### src/hw/spa_regs.svh
/*
 * Register offsets, field positions, reset values and codes of the
 * slave port priority and fault source block.
 * Assumes it is included by bare name; holds definitions only.
 */
`ifndef SPA_REGS_SVH
`define SPA_REGS_SVH

// ----------------------------------------------------------------
// Byte offsets on the register bus
// ----------------------------------------------------------------
`define SPA_OFS_CTRL 8'h00
`define SPA_OFS_FAULT 8'h04
`define SPA_OFS_IRQST 8'h08
`define SPA_OFS_IRQMSK 8'h0c

// ----------------------------------------------------------------
// Priority control register fields
// ----------------------------------------------------------------
`define SPA_CTL_RNG 1:0
`define SPA_THR_RNG 10:2
`define SPA_THR_CODE_RNG 9:2
`define SPA_INIT_RNG 15:11
`define SPA_CTRL_RST 16'h0800
`define SPA_CTL_SLV_DEM 2'h0
`define SPA_CTL_SW_DEM 2'h1
`define SPA_CTL_THRESH 2'h2
`define SPA_CTL_EXTPIN 2'h3
`define SPA_CNT_RST 5'h01
`define SPA_CNT_RR 5'h01
`define SPA_THR_HARDFAULT 8'hff
`define SPA_THR_NMI 8'hfe
`define SPA_RANK_NMI 9'h000
`define SPA_RANK_HARDFAULT 9'h001
`define SPA_RANK_OFS 9'h002

// ----------------------------------------------------------------
// Fault source register fields
// ----------------------------------------------------------------
`define SPA_FLT_INSTR_MEM 0
`define SPA_FLT_DATA_MEM 1
`define SPA_FLT_PERIPH 2
`define SPA_FLT_MAIN 3
`define SPA_FLT_EPPORT 4
`define SPA_FLT_RNG 4:0
`define SPA_FRESP_RNG 9:8

// ----------------------------------------------------------------
// Bus answers
// ----------------------------------------------------------------
`define SPA_RESP_OKAY 2'h0
`define SPA_RESP_SLVERR 2'h2

`endif

### src/hw/spa_pkg.sv
/*
 * Types shared by the slave port priority block and its bench.
 * Assumes the AXI4-Lite slave carries 32-bit data and 8-bit addresses.
 */
package spa_pkg;

    // ------------------------------------------------------------
    // Register bus carriers
    // ------------------------------------------------------------
    typedef struct packed {
        logic awvalid;
        logic [7:0] awaddr;
        logic wvalid;
        logic [31:0] wdata;
        logic [3:0] wstrb;
        logic bready;
        logic arvalid;
        logic [7:0] araddr;
        logic rready;
    } spa_axil_req_type;

    typedef struct packed {
        logic awready;
        logic wready;
        logic bvalid;
        logic [1:0] bresp;
        logic arready;
        logic rvalid;
        logic [31:0] rdata;
        logic [1:0] rresp;
    } spa_axil_rsp_type;

    // ------------------------------------------------------------
    // Whole state of the block
    // ------------------------------------------------------------
    typedef struct packed {
        logic [15:0] ctrl;
        logic [4:0] flt;
        logic [1:0] fresp;
        logic [4:0] irq_pend;
        logic [4:0] irq_msk;
        logic [4:0] cnt;
        logic sw_gnt;
        logic slv_gnt;
        logic irq;
        logic aw_held;
        logic [7:0] awaddr;
        logic w_held;
        logic [31:0] wdata;
        logic [3:0] wstrb;
        spa_axil_rsp_type rsp;
    } spa_state_type;

endpackage

### src/hw/spa_top.sv
/*
 * Arbitration between the processor's software accesses and the slave
 * port, with the fairness counter and execution priority threshold,
 * plus the asynchronous bus fault source flags and their interrupt.
 * Assumes requests and fault pulses are synchronous to SYS_CLK_I and
 * an AXI4-Lite master that keeps the usual valid/ready rules.
 */
// Operation
// [RULE_01] Control bits 1:0 reset to 0, slave port loses contention then.
// [RULE_02] Control value 1 demotes software so slave port wins contention.
// [RULE_03] Value 2 with priority at or above threshold reloads counter with initial value.
// [RULE_04] Value 2 with priority below threshold reloads counter with one.
// [RULE_05] Value 3 hands the decision to the external slave priority input.
// [RULE_06] Fairness initial value is ignored while control holds 3.
// [RULE_07] Initial value lives in bits 15:11, read-write, resets to one.
// [RULE_08] Software must not program initial value zero, livelock risk.
// [RULE_09] Software should use initial value one with control 0 or 1.
// [RULE_10] Threshold in bits 10:2; top code bit clear means plain priority. The code ignores bit 10 and ranks bits 9:2 only.
// [RULE_11] Code 0xff means priority -1, code 0xfe means priority -2.
// [RULE_12] Numerically larger priority value means lower priority in comparisons.
// [RULE_13] Fault flags: bit0 instruction memory, 1 data memory, 2 peripheral, 3 main, 4 external.
// [RULE_14] Bits 9:8 hold main port fault response, valid while its flag set.
// [RULE_15] Any write to the fault register clears flags 4:0.
// [RULE_16] Handler reads general fault status first, then this register.
// [RULE_17] Each fault pulse sets its flag, accumulating until cleared.
// [RULE_18] Counter decrements per favoured win; at zero demoted wins, reload.
`timescale 1ns/1ps
`include "spa_regs.svh"

module spa_top (
    input wire logic SYS_CLK_I,
    input wire logic RST_I,
    input wire spa_pkg::spa_axil_req_type AXI_REQ_I,
    output spa_pkg::spa_axil_rsp_type AXI_RSP_O,
    input wire logic SW_REQ_I,
    input wire logic SLV_REQ_I,
    input wire logic [7:0] EXEC_PRI_I,
    input wire logic EXT_SLV_PRI_I,
    output logic SW_GNT_O,
    output logic SLV_GNT_O,
    input wire logic [4:0] FAULT_EV_I,
    input wire logic [1:0] FAULT_RESP_I,
    output logic IRQ_O
);
    import spa_pkg::*;

    spa_state_type s_q;
    spa_state_type s_d;
    logic [1:0] ctl;
    logic [4:0] init_val;
    logic [4:0] reload;
    logic sw_hi;
    logic fav_slv;
    logic both;
    logic do_wr;
    logic wr_fault;
    logic [4:0] irq_clr;
    logic [31:0] rd_val;
    logic rd_hit;

    // ------------------------------------------------------------
    // Priority ranks
    // ------------------------------------------------------------
    // Ranks put the two negative codes below every plain priority so a
    // single unsigned compare orders all codes, larger meaning lower.
    function automatic logic [8:0] spa_rank(input logic [7:0] c);
        if (c == `SPA_THR_NMI) begin
            return `SPA_RANK_NMI; // RULE_11
        end
        if (c == `SPA_THR_HARDFAULT) begin
            return `SPA_RANK_HARDFAULT; // RULE_11
        end
        return {1'b0, c} + `SPA_RANK_OFS; // RULE_10
    endfunction

    assign ctl = s_q.ctrl[`SPA_CTL_RNG];
    assign init_val = s_q.ctrl[`SPA_INIT_RNG];
    assign both = SW_REQ_I & SLV_REQ_I;

    // Software priority at or above threshold means a rank not larger.
    assign sw_hi = spa_rank(EXEC_PRI_I) <= spa_rank(s_q.ctrl[`SPA_THR_CODE_RNG]); // RULE_12

    // ------------------------------------------------------------
    // Register read decode
    // ------------------------------------------------------------
    always_comb begin
        rd_val = 32'h0000_0000;
        rd_hit = 1'b1;
        case (AXI_REQ_I.araddr)
            `SPA_OFS_CTRL: begin
                rd_val = {16'h0000, s_q.ctrl};
            end
            `SPA_OFS_FAULT: begin
                rd_val[`SPA_FLT_RNG] = s_q.flt; // RULE_13
                rd_val[`SPA_FRESP_RNG] = s_q.fresp; // RULE_14
            end
            `SPA_OFS_IRQST: begin
                rd_val = {27'h0000000, s_q.irq_pend};
            end
            `SPA_OFS_IRQMSK: begin
                rd_val = {27'h0000000, s_q.irq_msk};
            end
            default: begin
                rd_hit = 1'b0;
            end
        endcase
    end

    // ------------------------------------------------------------
    // Next state
    // ------------------------------------------------------------
    always_comb begin
        s_d = s_q;
        fav_slv = 1'b0;
        reload = init_val;
        do_wr = 1'b0;
        wr_fault = 1'b0;
        irq_clr = 5'h00;

        // Arbitration: decide the favoured requestor for this mode.
        unique case (ctl)
            `SPA_CTL_SLV_DEM: begin
                fav_slv = 1'b0; // RULE_01
            end
            `SPA_CTL_SW_DEM: begin
                fav_slv = 1'b1; // RULE_02
            end
            `SPA_CTL_THRESH: begin
                fav_slv = 1'b0;
                if (sw_hi) begin
                    reload = init_val; // RULE_03
                end else begin
                    reload = `SPA_CNT_RR; // RULE_04
                end
            end
            `SPA_CTL_EXTPIN: begin
                fav_slv = EXT_SLV_PRI_I; // RULE_05
            end
        endcase

        s_d.sw_gnt = SW_REQ_I;
        s_d.slv_gnt = SLV_REQ_I;
        if (both) begin
            if (ctl == `SPA_CTL_EXTPIN) begin
                // Counter and initial value play no part here.
                s_d.sw_gnt = ~fav_slv; // RULE_06
                s_d.slv_gnt = fav_slv;
            end else if (s_q.cnt == 5'h00) begin
                s_d.sw_gnt = fav_slv; // RULE_18
                s_d.slv_gnt = ~fav_slv;
                s_d.cnt = reload;
            end else begin
                s_d.sw_gnt = ~fav_slv;
                s_d.slv_gnt = fav_slv;
                s_d.cnt = 5'(s_q.cnt - 5'h01); // RULE_18
            end
        end

        // Write address and data are taken in either order.
        if (AXI_REQ_I.awvalid && s_q.rsp.awready) begin
            s_d.aw_held = 1'b1;
            s_d.awaddr = AXI_REQ_I.awaddr;
        end
        if (AXI_REQ_I.wvalid && s_q.rsp.wready) begin
            s_d.w_held = 1'b1;
            s_d.wdata = AXI_REQ_I.wdata;
            s_d.wstrb = AXI_REQ_I.wstrb;
        end
        if (s_q.rsp.bvalid && AXI_REQ_I.bready) begin
            s_d.rsp.bvalid = 1'b0;
        end
        if (s_q.aw_held && s_q.w_held && !s_q.rsp.bvalid) begin
            do_wr = 1'b1;
            s_d.aw_held = 1'b0;
            s_d.w_held = 1'b0;
            s_d.rsp.bvalid = 1'b1;
            s_d.rsp.bresp = `SPA_RESP_OKAY;
            case (s_q.awaddr)
                `SPA_OFS_CTRL: begin
                    if (s_q.wstrb[0]) begin
                        s_d.ctrl[7:0] = s_q.wdata[7:0];
                    end
                    if (s_q.wstrb[1]) begin
                        s_d.ctrl[15:8] = s_q.wdata[15:8]; // RULE_07
                    end
                end
                `SPA_OFS_FAULT: begin
                    // Data and strobes do not matter for this clear.
                    wr_fault = 1'b1; // RULE_15
                end
                `SPA_OFS_IRQST: begin
                    if (s_q.wstrb[0]) begin
                        irq_clr = s_q.wdata[4:0];
                    end
                end
                `SPA_OFS_IRQMSK: begin
                    if (s_q.wstrb[0]) begin
                        s_d.irq_msk = s_q.wdata[4:0];
                    end
                end
                default: begin
                    s_d.rsp.bresp = `SPA_RESP_SLVERR;
                end
            endcase
        end
        s_d.rsp.awready = ~s_d.aw_held;
        s_d.rsp.wready = ~s_d.w_held;

        // Read channel: one read under way at a time.
        if (s_q.rsp.rvalid && AXI_REQ_I.rready) begin
            s_d.rsp.rvalid = 1'b0;
        end
        if (AXI_REQ_I.arvalid && s_q.rsp.arready) begin
            s_d.rsp.rvalid = 1'b1;
            s_d.rsp.rdata = rd_val;
            s_d.rsp.rresp = rd_hit ? `SPA_RESP_OKAY : `SPA_RESP_SLVERR;
        end
        s_d.rsp.arready = ~s_d.rsp.rvalid;

        // Fault flags: a pulse in the clearing cycle survives the clear.
        if (wr_fault) begin
            s_d.flt = 5'h00;
        end
        s_d.flt = s_d.flt | FAULT_EV_I; // RULE_17
        if (FAULT_EV_I[`SPA_FLT_MAIN]) begin
            s_d.fresp = FAULT_RESP_I; // RULE_14
        end
        s_d.irq_pend = (s_q.irq_pend & ~irq_clr) | FAULT_EV_I;
        s_d.irq = |(s_d.irq_pend & s_d.irq_msk);
    end

    // ------------------------------------------------------------
    // State register
    // ------------------------------------------------------------
    always_ff @(posedge SYS_CLK_I or posedge RST_I) begin
        if (RST_I) begin
            s_q <= '0;
            s_q.ctrl <= `SPA_CTRL_RST; // RULE_01
            s_q.cnt <= `SPA_CNT_RST;
            s_q.rsp.awready <= 1'b1;
            s_q.rsp.wready <= 1'b1;
            s_q.rsp.arready <= 1'b1;
        end else begin
            s_q <= s_d;
        end
    end

    assign AXI_RSP_O = s_q.rsp;
    assign SW_GNT_O = s_q.sw_gnt;
    assign SLV_GNT_O = s_q.slv_gnt;
    assign IRQ_O = s_q.irq;

    // ------------------------------------------------------------
    // Checks
    // ------------------------------------------------------------
    AST_MODE0_SW_WINS: assert property (@(posedge SYS_CLK_I) disable iff (RST_I) // RULE_01
        (both && ctl == `SPA_CTL_SLV_DEM && s_q.cnt != 5'h00)
        |=> (SW_GNT_O && !SLV_GNT_O))
        else $error("Software did not win contention in mode 0.");

    AST_MODE1_SLV_WINS: assert property (@(posedge SYS_CLK_I) disable iff (RST_I) // RULE_02
        (both && ctl == `SPA_CTL_SW_DEM && s_q.cnt != 5'h00)
        |=> (SLV_GNT_O && !SW_GNT_O))
        else $error("Slave port did not win contention in mode 1.");

    AST_THRESH_HI_LOAD: assert property (@(posedge SYS_CLK_I) disable iff (RST_I) // RULE_03
        (both && ctl == `SPA_CTL_THRESH && s_q.cnt == 5'h00 && sw_hi)
        |=> (s_q.cnt == $past(init_val)))
        else $error("Counter not loaded with the initial value.");

    AST_THRESH_LO_LOAD: assert property (@(posedge SYS_CLK_I) disable iff (RST_I) // RULE_04
        (both && ctl == `SPA_CTL_THRESH && s_q.cnt == 5'h00 && !sw_hi)
        |=> (s_q.cnt == 5'h01 && SLV_GNT_O))
        else $error("Counter not loaded with one below threshold.");

    AST_EXTPIN_DECIDES: assert property (@(posedge SYS_CLK_I) disable iff (RST_I) // RULE_05
        (both && ctl == `SPA_CTL_EXTPIN)
        |=> (SLV_GNT_O == $past(EXT_SLV_PRI_I) && SW_GNT_O != SLV_GNT_O))
        else $error("External priority input not followed.");

    AST_EXTPIN_CNT_HOLD: assert property (@(posedge SYS_CLK_I) disable iff (RST_I) // RULE_06
        (both && ctl == `SPA_CTL_EXTPIN) |=> $stable(s_q.cnt))
        else $error("Counter moved while the external input decides.");

    AST_CNT_DECREMENT: assert property (@(posedge SYS_CLK_I) disable iff (RST_I) // RULE_18
        (both && ctl != `SPA_CTL_EXTPIN && s_q.cnt != 5'h00)
        |=> (s_q.cnt == $past(s_q.cnt) - 5'h01))
        else $error("Counter did not decrement on a favoured win.");

    AST_FAULT_CLEAR: assert property (@(posedge SYS_CLK_I) disable iff (RST_I) // RULE_15
        (wr_fault && FAULT_EV_I == 5'h00) |=> (s_q.flt == 5'h00))
        else $error("Fault flags not cleared by a write.");

    AST_FAULT_STICKY: assert property (@(posedge SYS_CLK_I) disable iff (RST_I) // RULE_17
        (FAULT_EV_I != 5'h00) |=> ((s_q.flt & $past(FAULT_EV_I)) == $past(FAULT_EV_I)))
        else $error("Fault pulse lost.");

    AST_MAIN_RESP: assert property (@(posedge SYS_CLK_I) disable iff (RST_I) // RULE_14
        FAULT_EV_I[`SPA_FLT_MAIN]
        |=> (s_q.fresp == $past(FAULT_RESP_I) && s_q.flt[`SPA_FLT_MAIN]))
        else $error("Main port fault response not recorded.");

    AST_BVALID_HOLD: assert property (@(posedge SYS_CLK_I) disable iff (RST_I)
        (AXI_RSP_O.bvalid && !AXI_REQ_I.bready) |=> AXI_RSP_O.bvalid)
        else $error("Write response dropped before bready.");

    // A lone request never waits, whatever the mode or counter.
    AST_LONE_SW_GNT: assert property (@(posedge SYS_CLK_I) disable iff (RST_I) // RULE_01
        (SW_REQ_I && !SLV_REQ_I)
        |=> (SW_GNT_O && !SLV_GNT_O))
        else $error("Lone software request not granted.");

    AST_LONE_SLV_GNT: assert property (@(posedge SYS_CLK_I) disable iff (RST_I) // RULE_02
        (SLV_REQ_I && !SW_REQ_I)
        |=> (SLV_GNT_O && !SW_GNT_O))
        else $error("Lone slave port request not granted.");

    AST_MODE0_ZERO_DEMOTED: assert property (@(posedge SYS_CLK_I) disable iff (RST_I) // RULE_18
        (both && ctl == `SPA_CTL_SLV_DEM && s_q.cnt == 5'h00)
        |=> (SLV_GNT_O && !SW_GNT_O && s_q.cnt == $past(init_val)))
        else $error("Slave port not granted at counter zero in mode 0.");

    AST_MODE1_ZERO_DEMOTED: assert property (@(posedge SYS_CLK_I) disable iff (RST_I) // RULE_02
        (both && ctl == `SPA_CTL_SW_DEM && s_q.cnt == 5'h00)
        |=> (SW_GNT_O && !SLV_GNT_O && s_q.cnt == $past(init_val)))
        else $error("Software not granted at counter zero in mode 1.");

    AST_THRESH_SW_FAV: assert property (@(posedge SYS_CLK_I) disable iff (RST_I) // RULE_03
        (both && ctl == `SPA_CTL_THRESH && s_q.cnt != 5'h00)
        |=> (SW_GNT_O && !SLV_GNT_O))
        else $error("Software did not win contention in mode 2.");

    AST_FAULT_HOLD: assert property (@(posedge SYS_CLK_I) disable iff (RST_I) // RULE_15
        (!wr_fault && FAULT_EV_I == 5'h00)
        |=> $stable(s_q.flt))
        else $error("Fault flags changed without a pulse or a clear.");

    AST_IRQ_LEVEL: assert property (@(posedge SYS_CLK_I) disable iff (RST_I) // RULE_17
        IRQ_O == |(s_q.irq_pend & s_q.irq_msk))
        else $error("Interrupt level does not match unmasked status.");

    AST_CTRL_WRITE: assert property (@(posedge SYS_CLK_I) disable iff (RST_I) // RULE_07
        (do_wr && s_q.awaddr == `SPA_OFS_CTRL && s_q.wstrb[1:0] == 2'h3)
        |=> (s_q.ctrl == $past(s_q.wdata[15:0])))
        else $error("Control register write not applied.");

endmodule

### config.mk
export PLATFORM = sky130hd
export DESIGN_NAME = spa_top
export DESIGN_NICKNAME = d
export VERILOG_FILES = /design/src/hw/spa_pkg.sv /design/src/hw/spa_top.sv
export VERILOG_INCLUDE_DIRS = /design/src /design/src/hw
export SDC_FILE = /design/constraint.sdc
export NUM_CORES = 1
export LEC_CHECK = 0
export BUFFER_PORTS_ARGS = -buffer_cell sky130_fd_sc_hd__buf_2
export CORE_ASPECT_RATIO = 0.9
export CORE_MARGIN = 4
export CORE_UTILIZATION = 55
export DETAILED_ROUTE_END_ITERATION = 10
export PLACE_DENSITY = 0.83
export SLEW_MARGIN = 25
export SYNTH_ARGS = -nofsm -noshare
export SYNTH_HDL_FRONTEND = slang
export SYNTH_SLANG_ARGS = --single-unit
export TNS_END_PERCENT = 20
### constraint.sdc
create_clock -name SYS_CLK_I -period 6.7 [get_ports SYS_CLK_I]
set_clock_uncertainty 0.2 [all_clocks]
set_input_delay 1.34 -clock SYS_CLK_I [delete_from_list [all_inputs] [get_ports SYS_CLK_I]]
set_output_delay 1.34 -clock SYS_CLK_I [all_outputs]
set_load 0.005 [all_outputs]
==> run_results.csv, run 1 <==
group,metric,value,unit
critical_path,crit_fanout,5,
timing,fin_tns_setup,0,ns
logic_synthesis,synth.ff_latch_count,92,
logic_synthesis,ys_seq_area_frac,0.5094,
timing,finalSetupViolCount,0,
cts,post_cts_buffers,0,
cts,cts_hold_buffers,0,
hold_path,min_path_type,"reg -> reg",
critical_path,end_kind,"register",
cells_and_area,seq_area,2308,um2
cells_and_area,synthToLayoutAreaGrowth,10.46,%
die,die_area,9758,um2
critical_path,path_cells,"buf_2 > nand3_1 > nor2_1 > and3_1 > nor2b_1 > ha_1 > a21oi_1 > o22a_1 > a21oi_1 > o31a_1 > o31a_1",
cts,ctsRootBufferMaster,"clkbuf_8",
grt,grt_pass1_vias,3145,
cts,clk_latency,0.35,ns
route,vias,2953,
power,leakage,2.447,nW
die,die_x,103.7,um
cells_and_area,utilization,0.6235,
flow_run,cap_violations,0,
cells_and_area,layout-drive-gt1-share,0.3581,
critical_path,start_kind,"input port",
cells_and_area,multi_input_area,1862,um2
critical_path,critical_path.slowest_cell,"o31a_1",
grt,grt_pass1_wl,14.70,mm
power,ir_drop,216.1,uV
die,die_h,94.12,um
route,drtIter0Drc,136,
logic_synthesis,synth_edf_count,0,
logic_synthesis,synth_cell_types,46,
timing,hold_ws,0.2773,ns
cts,cts_num_sinks,92,
die,rows,31,
cts,clkTransAtPathRegs,0.10,ns
route,route.detailed.drc,0,
timing,slew_headroom,0.4180,
grt,antenna_found_initial,0,
grt,grt_max_degree,93,
logic_synthesis,synthCells,387,
power,power_density,299.6,nW/um2
cells_and_area,fillCellCount,664,
cts,cts_tree,"yes",
logic_synthesis,syn_area,4532,um2
critical_path,critPathKind,"in -> reg",
timing,fin_crit_sh,0.4884,
logic_synthesis,dominantRegCellSynth,"dfrtp_1",
timing,hold_violations,0,
cts,numCtsBuffers,9,
route,m1WireLength,3.754,mm
route,viasPerCell,5.302,
logic_synthesis,syn_area_per_cell,11.71,um2
route,top_layer_used,"met4",
critical_path,cp_data_arrival_time,3.36,ns
logic_synthesis,synth-async-reset-ratio,1.000,
die,core_area,8029,um2
critical_path,slowest_delay,0.36,ns
route,drtPass1Iterations,5,
timing,slew_violations,0,
critical_path,critPathRequiredTime,6.79,ns
timing,rsz0062_at_grt,"false",
route,drt-wirelength-per-cell,15.76,um
placed_design,gp_congestion,0.8353,
timing,worst_slew_pin_slew,0.8709,ns
cts,cts_max_level,3,
status,status,"finished clean",
cts,cts-resized-gates,0,
cells_and_area,antennaDiodeCount,0,
route,drt_wl_total,8.781,mm
placed_design,io_buffers,84,
grt,overflow,0,
die,io_pins,121,
route,ant_nets,0,
cells_and_area,final_nets,542,
placed_design,dp_hpwl,6.588,mm
route,route.met3.wl,474,um
logic_synthesis,yosys_warnings,0,
route,wl_met2,4.472,mm
die,initial_core_util,0.5644,
timing,fin_crit,3.272,ns
cts,clock_path_buffers,2,
grt,grt_usage,0.1899,
timing,max_freq,305.6,MHz
## kinds of logic after synthesis
group,synth area share
flops,0.5094
simple gates,0.1041
buf+inv,0.09470
compound gates,0.08642
mux,0.1552
fa+ha+maj,0.03313
xor+xnor,0.01546
other cells,0.001657
## power by group
| group | switching, mW | total (mW) | leakage, nW | internal, mW |
|---|---|---|---|---|
| clock network | 0.190 | 0.365 | 0.0862 | 0.174 |
| registers | 0.104 | 0.797 | 1.12 | 0.694 |
| logic | 0.155 | 0.338 | 1.24 | 0.183 |
| total | 0.449 | 1.50 | 2.45 | 1.05 |
## area by class of cell
type                            instances  share of cell area
Clock inverter                          5             0.01225
Clock buffer                           11             0.02624
Tap cell                               99             0.02474
Inverter                               23             0.01750
Timing Repair Buffer                   85             0.08623
Multi-Input combinational cell        242              0.3719
Sequential cell                        92              0.4611
## placed cells by master (no fill, tap or decap), types with 3 or more instances in the layout
master	synthesis	final
a22o_1	9	9
mux4_2	5	5
or2_2	3	3
xor2_1	4	4
buf_2	1	84
mux2i_1	5	5
o21ai_0	21	21
a21oi_1	7	7
xnor2_1	4	4
a21boi_0	5	5
clkbuf_8	0	9
conb_1	2	20
dfrtp_1	87	87
nor2b_1	4	4
nand2b_1	3	3
and3_1	3	3
dfstp_2	5	5
inv_1	23	22
nor2_1	13	13
nand3_1	10	10
mux2_2	48	48
and3b_1	3	3
clkinvlp_4	0	3
o31ai_1	3	3
nand4_1	5	5
ha_1	12	12
nand2_1	28	28
a21o_1	6	6
## final timing paths
kind / slack (ns) / from / cells past startpoint / end
worst max-delay path: 3.43 / EXEC_PRI_I[3] / 11 / s_q[90]
worst min-delay path: 0.28 / s_q[108] / 1 / s_q[108]
worst max register to register: 4.05 / AXI_RSP_O[35] / 4 / AXI_RSP_O[12]
worst min register to register: 0.28 / s_q[108] / 1 / s_q[108]
max in group asynchronous: 4.75 / RST_I / 3 / AXI_RSP_O[10]
min in group asynchronous: 0.98 / RST_I / 3 / s_q[85]
## critical path, delay by kind of cell
family          cells  cell delay (ns)
fa+ha+maj           1             0.30
compound gates      5             0.99
simple gates        4             0.61
buf+inv             1             0.12
## stage by stage
| step | instances | area (um2) | power [mW] | setup WS [ns] |
|---|---|---|---|---|
| after CTS | 557 | 5006 | 1.512 | 3.448 |
| final | 557 | 5006 | 1.500 | 3.428 |
| after global placement | 541 | 4810 | 1.120 | 3.188 |
| after global routing | 557 | 5006 | 1.598 | 3.263 |
| after detailed placement | 541 | 4813 | 1.149 | 3.072 |
| after floorplan | 405 | 4599 | 1.054 | 2.776 |
## state kept, by name, summed over array words and instances, names as in the netlist
register,cells
SLV_GNT_O,1
init_val,5
SW_GNT_O,1
IRQ_O,1
ctl,2
s_q,59
AXI_RSP_O,23
## Yosys cell counts, types with 2 or more instances
| master | number | share of area |
|---|---|---|
| xor2_1 | 4 | 0.0077 |
| inv_1 | 23 | 0.019 |
| nor2_1 | 13 | 0.011 |
| nor2b_1 | 4 | 0.0055 |
| clkbuf_1 | 5 | 0.0041 |
| ha_1 | 12 | 0.033 |
| or4_1 | 2 | 0.0033 |
| xnor2_1 | 4 | 0.0077 |
| and3_1 | 3 | 0.0041 |
| o31ai_1 | 3 | 0.0050 |
| nand2b_1 | 3 | 0.0041 |
| mux2i_1 | 5 | 0.011 |
| o21ai_0 | 21 | 0.023 |
| dfstp_2 | 5 | 0.029 |
| a21boi_0 | 5 | 0.0083 |
| a22o_1 | 9 | 0.017 |
| and4_1 | 2 | 0.0039 |
| nand3_1 | 10 | 0.011 |
| mux2_2 | 48 | 0.12 |
| nand4_1 | 5 | 0.0069 |
| o31a_1 | 2 | 0.0039 |
| conb_1 | 2 | 0.0017 |
| a21oi_1 | 7 | 0.0077 |
| dfrtp_1 | 87 | 0.48 |
| buf_4 | 41 | 0.068 |
| or2_2 | 3 | 0.0041 |
| nand2_1 | 28 | 0.023 |
| mux4_2 | 5 | 0.025 |
| nor3_1 | 2 | 0.0022 |
| a21o_1 | 6 | 0.0099 |
| and3b_1 | 3 | 0.0058 |
## layer usage
layer / up-vias / global-route usage
li1: 1425 / -
met1: 1442 / 0.2247
met2: 78 / 0.3448
met3: 8 / 0.05636
met4: 0 / 0.04319
met5: - / 0
Power figures use the tool's default switching activity.
==> run 2: changes to the inputs <==
Settings changed: CORE_UTILIZATION 55 to 48, PLACE_DENSITY 0.83 to 0.77.
Clock period 6.7 ns to 2.7 ns, I/O delays scaled along.
==> run 2 against run 1 <==
Global-route usage shrank 2.1 points. Register-to-register slack lost 3.9 ns. Critical path type is now reg -> reg. Combinational power increased to 2.5 times the previous value. Hold slack lost 0.17 ns. Total power rose to 2.6 times the previous value. Largest cell class unchanged. Cell count increased by 5.6%. Clock power grew to 2.8 times the previous value. Die area up 13%.
==> run_results.csv, run 2 (synthesis results as in run 1) <==
group,metric,value,unit
status,status,"finished clean",
timing,hold_violations,0,
cells_and_area,antennaDiodeCount,0,
cells_and_area,final_cells,588,
critical_path,critical_path.slowest_cell,"dfrtp_2",
cts,clk_latency,0.36,ns
cells_and_area,final_cell_mix,"84 x buf_2, 83 x dfrtp_1, 48 x mux2_2",
placed_design,placedCellCount,570,
power,leakage,2.495,nW
critical_path,rrSetupSlack,0.16,ns
critical_path,worstSetupPathDepth,10,
critical_path,critPathBufInv,1,
route,viasPerCell,5.184,
cells_and_area,largest_reg_flops,59,
cts,cts_hold_buffers,0,
timing,fin_crit,2.538,ns
die,die_area,11060,um2
power,power_density,748.8,nW/um2
critical_path,critPathMostFrequentCell,"o31a_1",
critical_path,crit_end,"s_q[90]",
route,route.detailed.drc,0,
timing,fin_crit_sh,0.9399,
critical_path,critPathRequiredTime,2.80,ns
critical_path,cpLargestDelayFamily,"compound AO/OA/AOI/OAI gates",
route,drt_wl_total,9.128,mm
critical_path,cp_data_arrival_time,2.64,ns
cells_and_area,utilization,0.5605,
timing,max_freq,394.1,MHz
critical_path,r2r_cells,10,
timing,fin_tns_setup,0,ns
cts,clkTransAtPathRegs,0.09,ns
placed_design,gp_congestion,0.8407,
cts,cts_max_level,3,
cts,numCtsBuffers,9,
die,io_pins,121,
die,initial_core_util,0.4944,
critical_path,critPathKind,"reg -> reg",
timing,finalSetupViolCount,0,
flow_run,cap_violations,0,
placed_design,dp_hpwl,6.734,mm
critical_path,start_kind,"register",
die,rows,33,
critical_path,r2r_end,"s_q[90]",
route,drt-wirelength-per-cell,15.52,um
grt,grt_max_degree,93,
cts,cts_num_sinks,92,
timing,slew_violations,0,
timing,hold_ws,0.1114,ns
route,vias,3048,
cts,ctsRootBufferMaster,"clkbuf_8",
critical_path,path_cells,"ha_2 > inv_1 > nor2_1 > o21ai_0 > a22oi_1 > ha_1 > nand4_1 > a21oi_1 > o31a_1 > o31a_1",
route,drtPass1Iterations,4,
grt,overflow,0,
cells_and_area,final_nets,550,
grt,grt_pass1_vias,3157,
cells_and_area,layout-drive-gt1-share,0.3798,
placed_design,io_buffers,84,
die,die_h,100.2,um
route,drtIter0Drc,153,
hold_path,min_path_type,"in -> async",
die,die_x,110.4,um
power,ir_drop,445.1,uV
critical_path,end_kind,"register",
cells_and_area,regMostFlops,"s_q",
grt,grt_pass1_wl,15.09,mm
grt,antenna_found_initial,0,
die,core_area,9166,um2
cells_and_area,fillCellCount,816,
grt,grt_usage,0.1694,
cts,clock_path_buffers,2,
route,ant_nets,0,
critical_path,critPathLaunch,"s_q[116]",
cells_and_area,layout.cells.most_common,"buf_2",
cells_and_area,synthToLayoutAreaGrowth,13.36,%
critical_path,crit_fanout,5,
critical_path,r2r_start,"s_q[116]",
cts,cts_tree,"yes",
critical_path,slowest_delay,0.44,ns
timing,rsz0062_at_grt,"false",
run 2: changes by cell type in the layout (fill, tap and decap cells not counted), sizes merged:
cell	previous run	this run
clkinvlp	3	2
buf	85	93
bufinv	1	2
run 2: layout make-up:
type	instances	area [um2]	share of cell area
repair buffers	93	500.5	0.09742
inverters	23	90.09	0.01754
clock buffers	11	131.4	0.02557
clock inverters	5	85.08	0.01656
multi-input cells	242	1864	0.3629
flip-flops and latches	92	2313	0.4503
well taps	122	152.6	0.02971
run 2: worst min path at each step:
stage	slack, ns	startpoint	endpoint	depth (start not counted)
after CTS	0.11	RST_I	s_q[110]	3
final	0.11	RST_I	s_q[110]	3
after global routing	0.14	RST_I	s_q[111]	3
after floorplan	0.24	s_q[107]	s_q[107]	1
after global placement	0.26	s_q[109]	s_q[109]	1
after detailed placement	0.27	AXI_RSP_O[11]	AXI_RSP_O[11]	2
run 2: report_power, final:
group	leakage [nW]	internal (mW)	switching, mW
combinational	1.27	0.466	0.387
clock	0.104	0.527	0.482
sequential	1.12	1.72	0.261
total	2.50	2.72	1.13
run 2: repair_timing:
item                                    in CTS  in global routing
gates resized for setup                      0                  5
buffers inserted                             0                  2
endpoints found under the setup margin       0                  5
run 2: worst min-delay path, cell delays in order:
cell,delay (ns)
buf_2,0.11
clkinvlp_4,0.07
buf_12,0.39
run 2: per-layer routing:
layer | GRT usage | vias up | wire, um
li1 | - | 1449 | -
met1 | 0.2099 | 1497 | 3989
met2 | 0.2859 | 86 | 4435
met3 | 0.05184 | 16 | 563
met4 | 0.05682 | 0 | 140
met5 | 0 | - | 0
run 2: through the flow:
stage | cell area, um2 | total power, mW | setup slack (ns)
floorplan | 4603 | 2.616 | 0.2261
global placement | 4898 | 2.794 | 0.02751
detailed placement | 4898 | 2.863 | -0.05388
CTS | 5115 | 3.881 | 0.1009
global route | 5137 | 4.076 | 0.004970
finish | 5137 | 3.847 | 0.1624
==> run 3: changes to the inputs <==
Settings changed: CORE_ASPECT_RATIO 0.9 to default, CTS_BUF_LIST from default to sky130_fd_sc_hd__clkbuf_8 sky130_fd_sc_hd__clkbuf_16.
==> run 3 against run 2 <==
Register-to-register slack better by 0.04 ns. Worst setup slack better by 0.040 ns. Maximum frequency is 1.6% higher. Sequential share of layout area is 0.52 points higher. Cell area is 1.2% lower. Cell count is 2.2% lower. Flip-flop and latch count stayed put. Combinational power hardly changed. Critical path depth stayed put. Critical endpoint unchanged.
==> run_results.csv, run 3 (synthesis results as in run 1) <==
group,metric,value,unit
status,status,"finished clean",
route,drt-wirelength-per-cell,15.71,um
timing,hold_violations,0,
power,leakage,2.474,nW
timing,max_freq,400.4,MHz
critical_path,worstSetupPathDepth,10,
power,combPwrFrac,0.231,
die,rows,35,
power,p_sw,1.158,mW
critical_path,end_kind,"register",
critical_path,cpLargestDelayFamily,"compound AO/OA/AOI/OAI gates",
placed_design,dp_hpwl,6.819,mm
die,core_area,9196,um2
grt,grt_pass1_vias,3083,
critical_path,slowest_delay,0.43,ns
timing,slew_violations,0,
cells_and_area,layout-drive-gt1-share,0.3793,
timing,fin_crit,2.497,ns
critical_path,path_cells,"ha_1 > inv_1 > nor2_1 > o21ai_0 > a22oi_1 > ha_1 > nand4_1 > a21oi_1 > o31a_1 > o31a_1",
power,power,3.696,mW
placed_design,gp_congestion,0.8405,
cells_and_area,synthToLayoutAreaGrowth,12.01,%
cts,cts_max_level,3,
die,io_pins,121,
route,drt_wl_total,9.034,mm
timing,rsz0062_at_grt,"false",
cts,cts_num_sinks,92,
grt,grt_usage,0.1696,
power,seqPwrFrac,0.535,
critical_path,start_kind,"register",
route,drtIter0Drc,74,
cts,ctsRootBufferMaster,"clkbuf_8",
route,drtPass1Iterations,4,
critical_path,crit_end,"s_q[90]",
power,power_density,728.1,nW/um2
grt,grt_max_degree,93,
critical_path,r2r_start,"s_q[115]",
timing,slew_headroom,0.6647,
die,die_x,105.2,um
cells_and_area,largest_reg_flops,59,
grt,antenna_found_initial,0,
critical_path,cp_data_arrival_time,2.60,ns
die,initial_core_util,0.4928,
critical_path,r2r_cells,10,
cells_and_area,antennaDiodeCount,0,
route,ant_nets,0,
critical_path,critPathRequiredTime,2.80,ns
timing,fin_crit_sh,0.9249,
cts,cts_hold_buffers,0,
power,ir_drop,368.8,uV
power,p_int,2.538,mW
placed_design,io_buffers,84,
hold_path,min_path_type,"in -> async",
die,die_area,11060,um2
cts,clk_latency,0.36,ns
flow_run,cap_violations,0,
power,switching_share,0.3134,
critical_path,crit_fanout,6,
cts,post_cts_buffers,0,
cells_and_area,utilization,0.5520,
route,vias,3057,
critical_path,rrSetupSlack,0.20,ns
timing,finalSetupViolCount,0,
grt,overflow,0,
cells_and_area,regMostFlops,"s_q",
die,die_h,105.2,um
critical_path,critPathKind,"reg -> reg",
grt,grt_pass1_wl,14.74,mm
cells_and_area,final_cell_mix,"84 x dfrtp_1, 84 x buf_2, 48 x mux2_2",
route,viasPerCell,5.317,
cells_and_area,fillCellCount,818,
critical_path,critPathBufInv,1,
critical_path,critPathLaunch,"s_q[115]",
cts,clkTransAtPathRegs,0.10,ns
timing,worst_slew_pin_slew,0.5029,ns
cells_and_area,final_nets,548,
critical_path,r2r_end,"s_q[90]",
critical_path,critical_path.slowest_cell,"dfrtp_2",
cts,cts-resized-gates,0,
power,power.share.clock,0.234,
cts,clock_path_buffers,2,
route,route.detailed.drc,0,
cts,numCtsBuffers,9,
cts,cts_tree,"yes",
[run 3: cell types whose count changed in the layout (fill, tap and decap cells not counted)]
cell        change
bufinv_16       -2
inv_6           +3
ha_1            +1
clkinv_4        -1
dfrtp_2         -1
buf_4           -2
ha_2            -1
nor2_2          +1
clkinvlp_4      +1
inv_8           +1
nor2_1          -1
clkbuf_1        -2
dfrtp_1         +1
[run 3: through the flow]
| step | hold slack [ns] | cells | instance area (um2) | worst slack (ns) | TNS [ns] |
|---|---|---|---|---|---|
| floorplan | 0.2437 | 405 | 4603 | 0.2261 | 0 |
| global placement | 0.2549 | 559 | 4885 | 0.01210 | 0 |
| detailed placement | 0.2656 | 559 | 4885 | -0.009958 | -0.009958 |
| CTS | 0.1160 | 575 | 5070 | 0.1384 | 0 |
| global route | 0.1203 | 575 | 5076 | 0.01366 | 0 |
| finish | 0.08544 | 575 | 5076 | 0.2028 | 0 |
[run 3: cell type report]
type / count / area, um2 / share of cell area
inverters: 23 / 90.09 / 0.01775
clock inverters: 7 / 61.31 / 0.01208
flip-flops and latches: 92 / 2312 / 0.4555
repair buffers: 91 / 485.5 / 0.09564
well taps: 111 / 138.9 / 0.02736
multi-input cells: 242 / 1864 / 0.3673
clock buffers: 9 / 123.9 / 0.02440
[run 3: worst min-delay path, cell delays in order]
cell and delay [ns]:
buf_2 0.11, clkinvlp_4 0.07, buf_12 0.35
[run 3: power groups by stage]
| stage | clock [mW] | sequential [mW] | combinational (mW) |
|---|---|---|---|
| floorplan | 0 | 1.92 | 0.696 |
| global route | 0.963 | 2.03 | 0.955 |
| detailed placement | 0 | 2.01 | 0.867 |
| finish | 0.867 | 1.98 | 0.852 |
| global placement | 0 | 1.98 | 0.817 |
| CTS | 0.903 | 1.98 | 0.870 |
[run 3: how the worst min path moves through the flow]
stage	end	slack, ns	cells after the start
final	AXI_RSP_O[34]	0.09	3
after floorplan	s_q[107]	0.24	1
after global routing	AXI_RSP_O[38]	0.12	2
after CTS	s_q[58]	0.12	3
after global placement	s_q[107]	0.25	1
after detailed placement	s_q[108]	0.27	1
[run 3: routing by layer]
layer	GRT usage	routed length (um)
met5	0	0
met4	0.05717	148
met3	0.05188	498
met2	0.2979	4766
met1	0.1964	3620
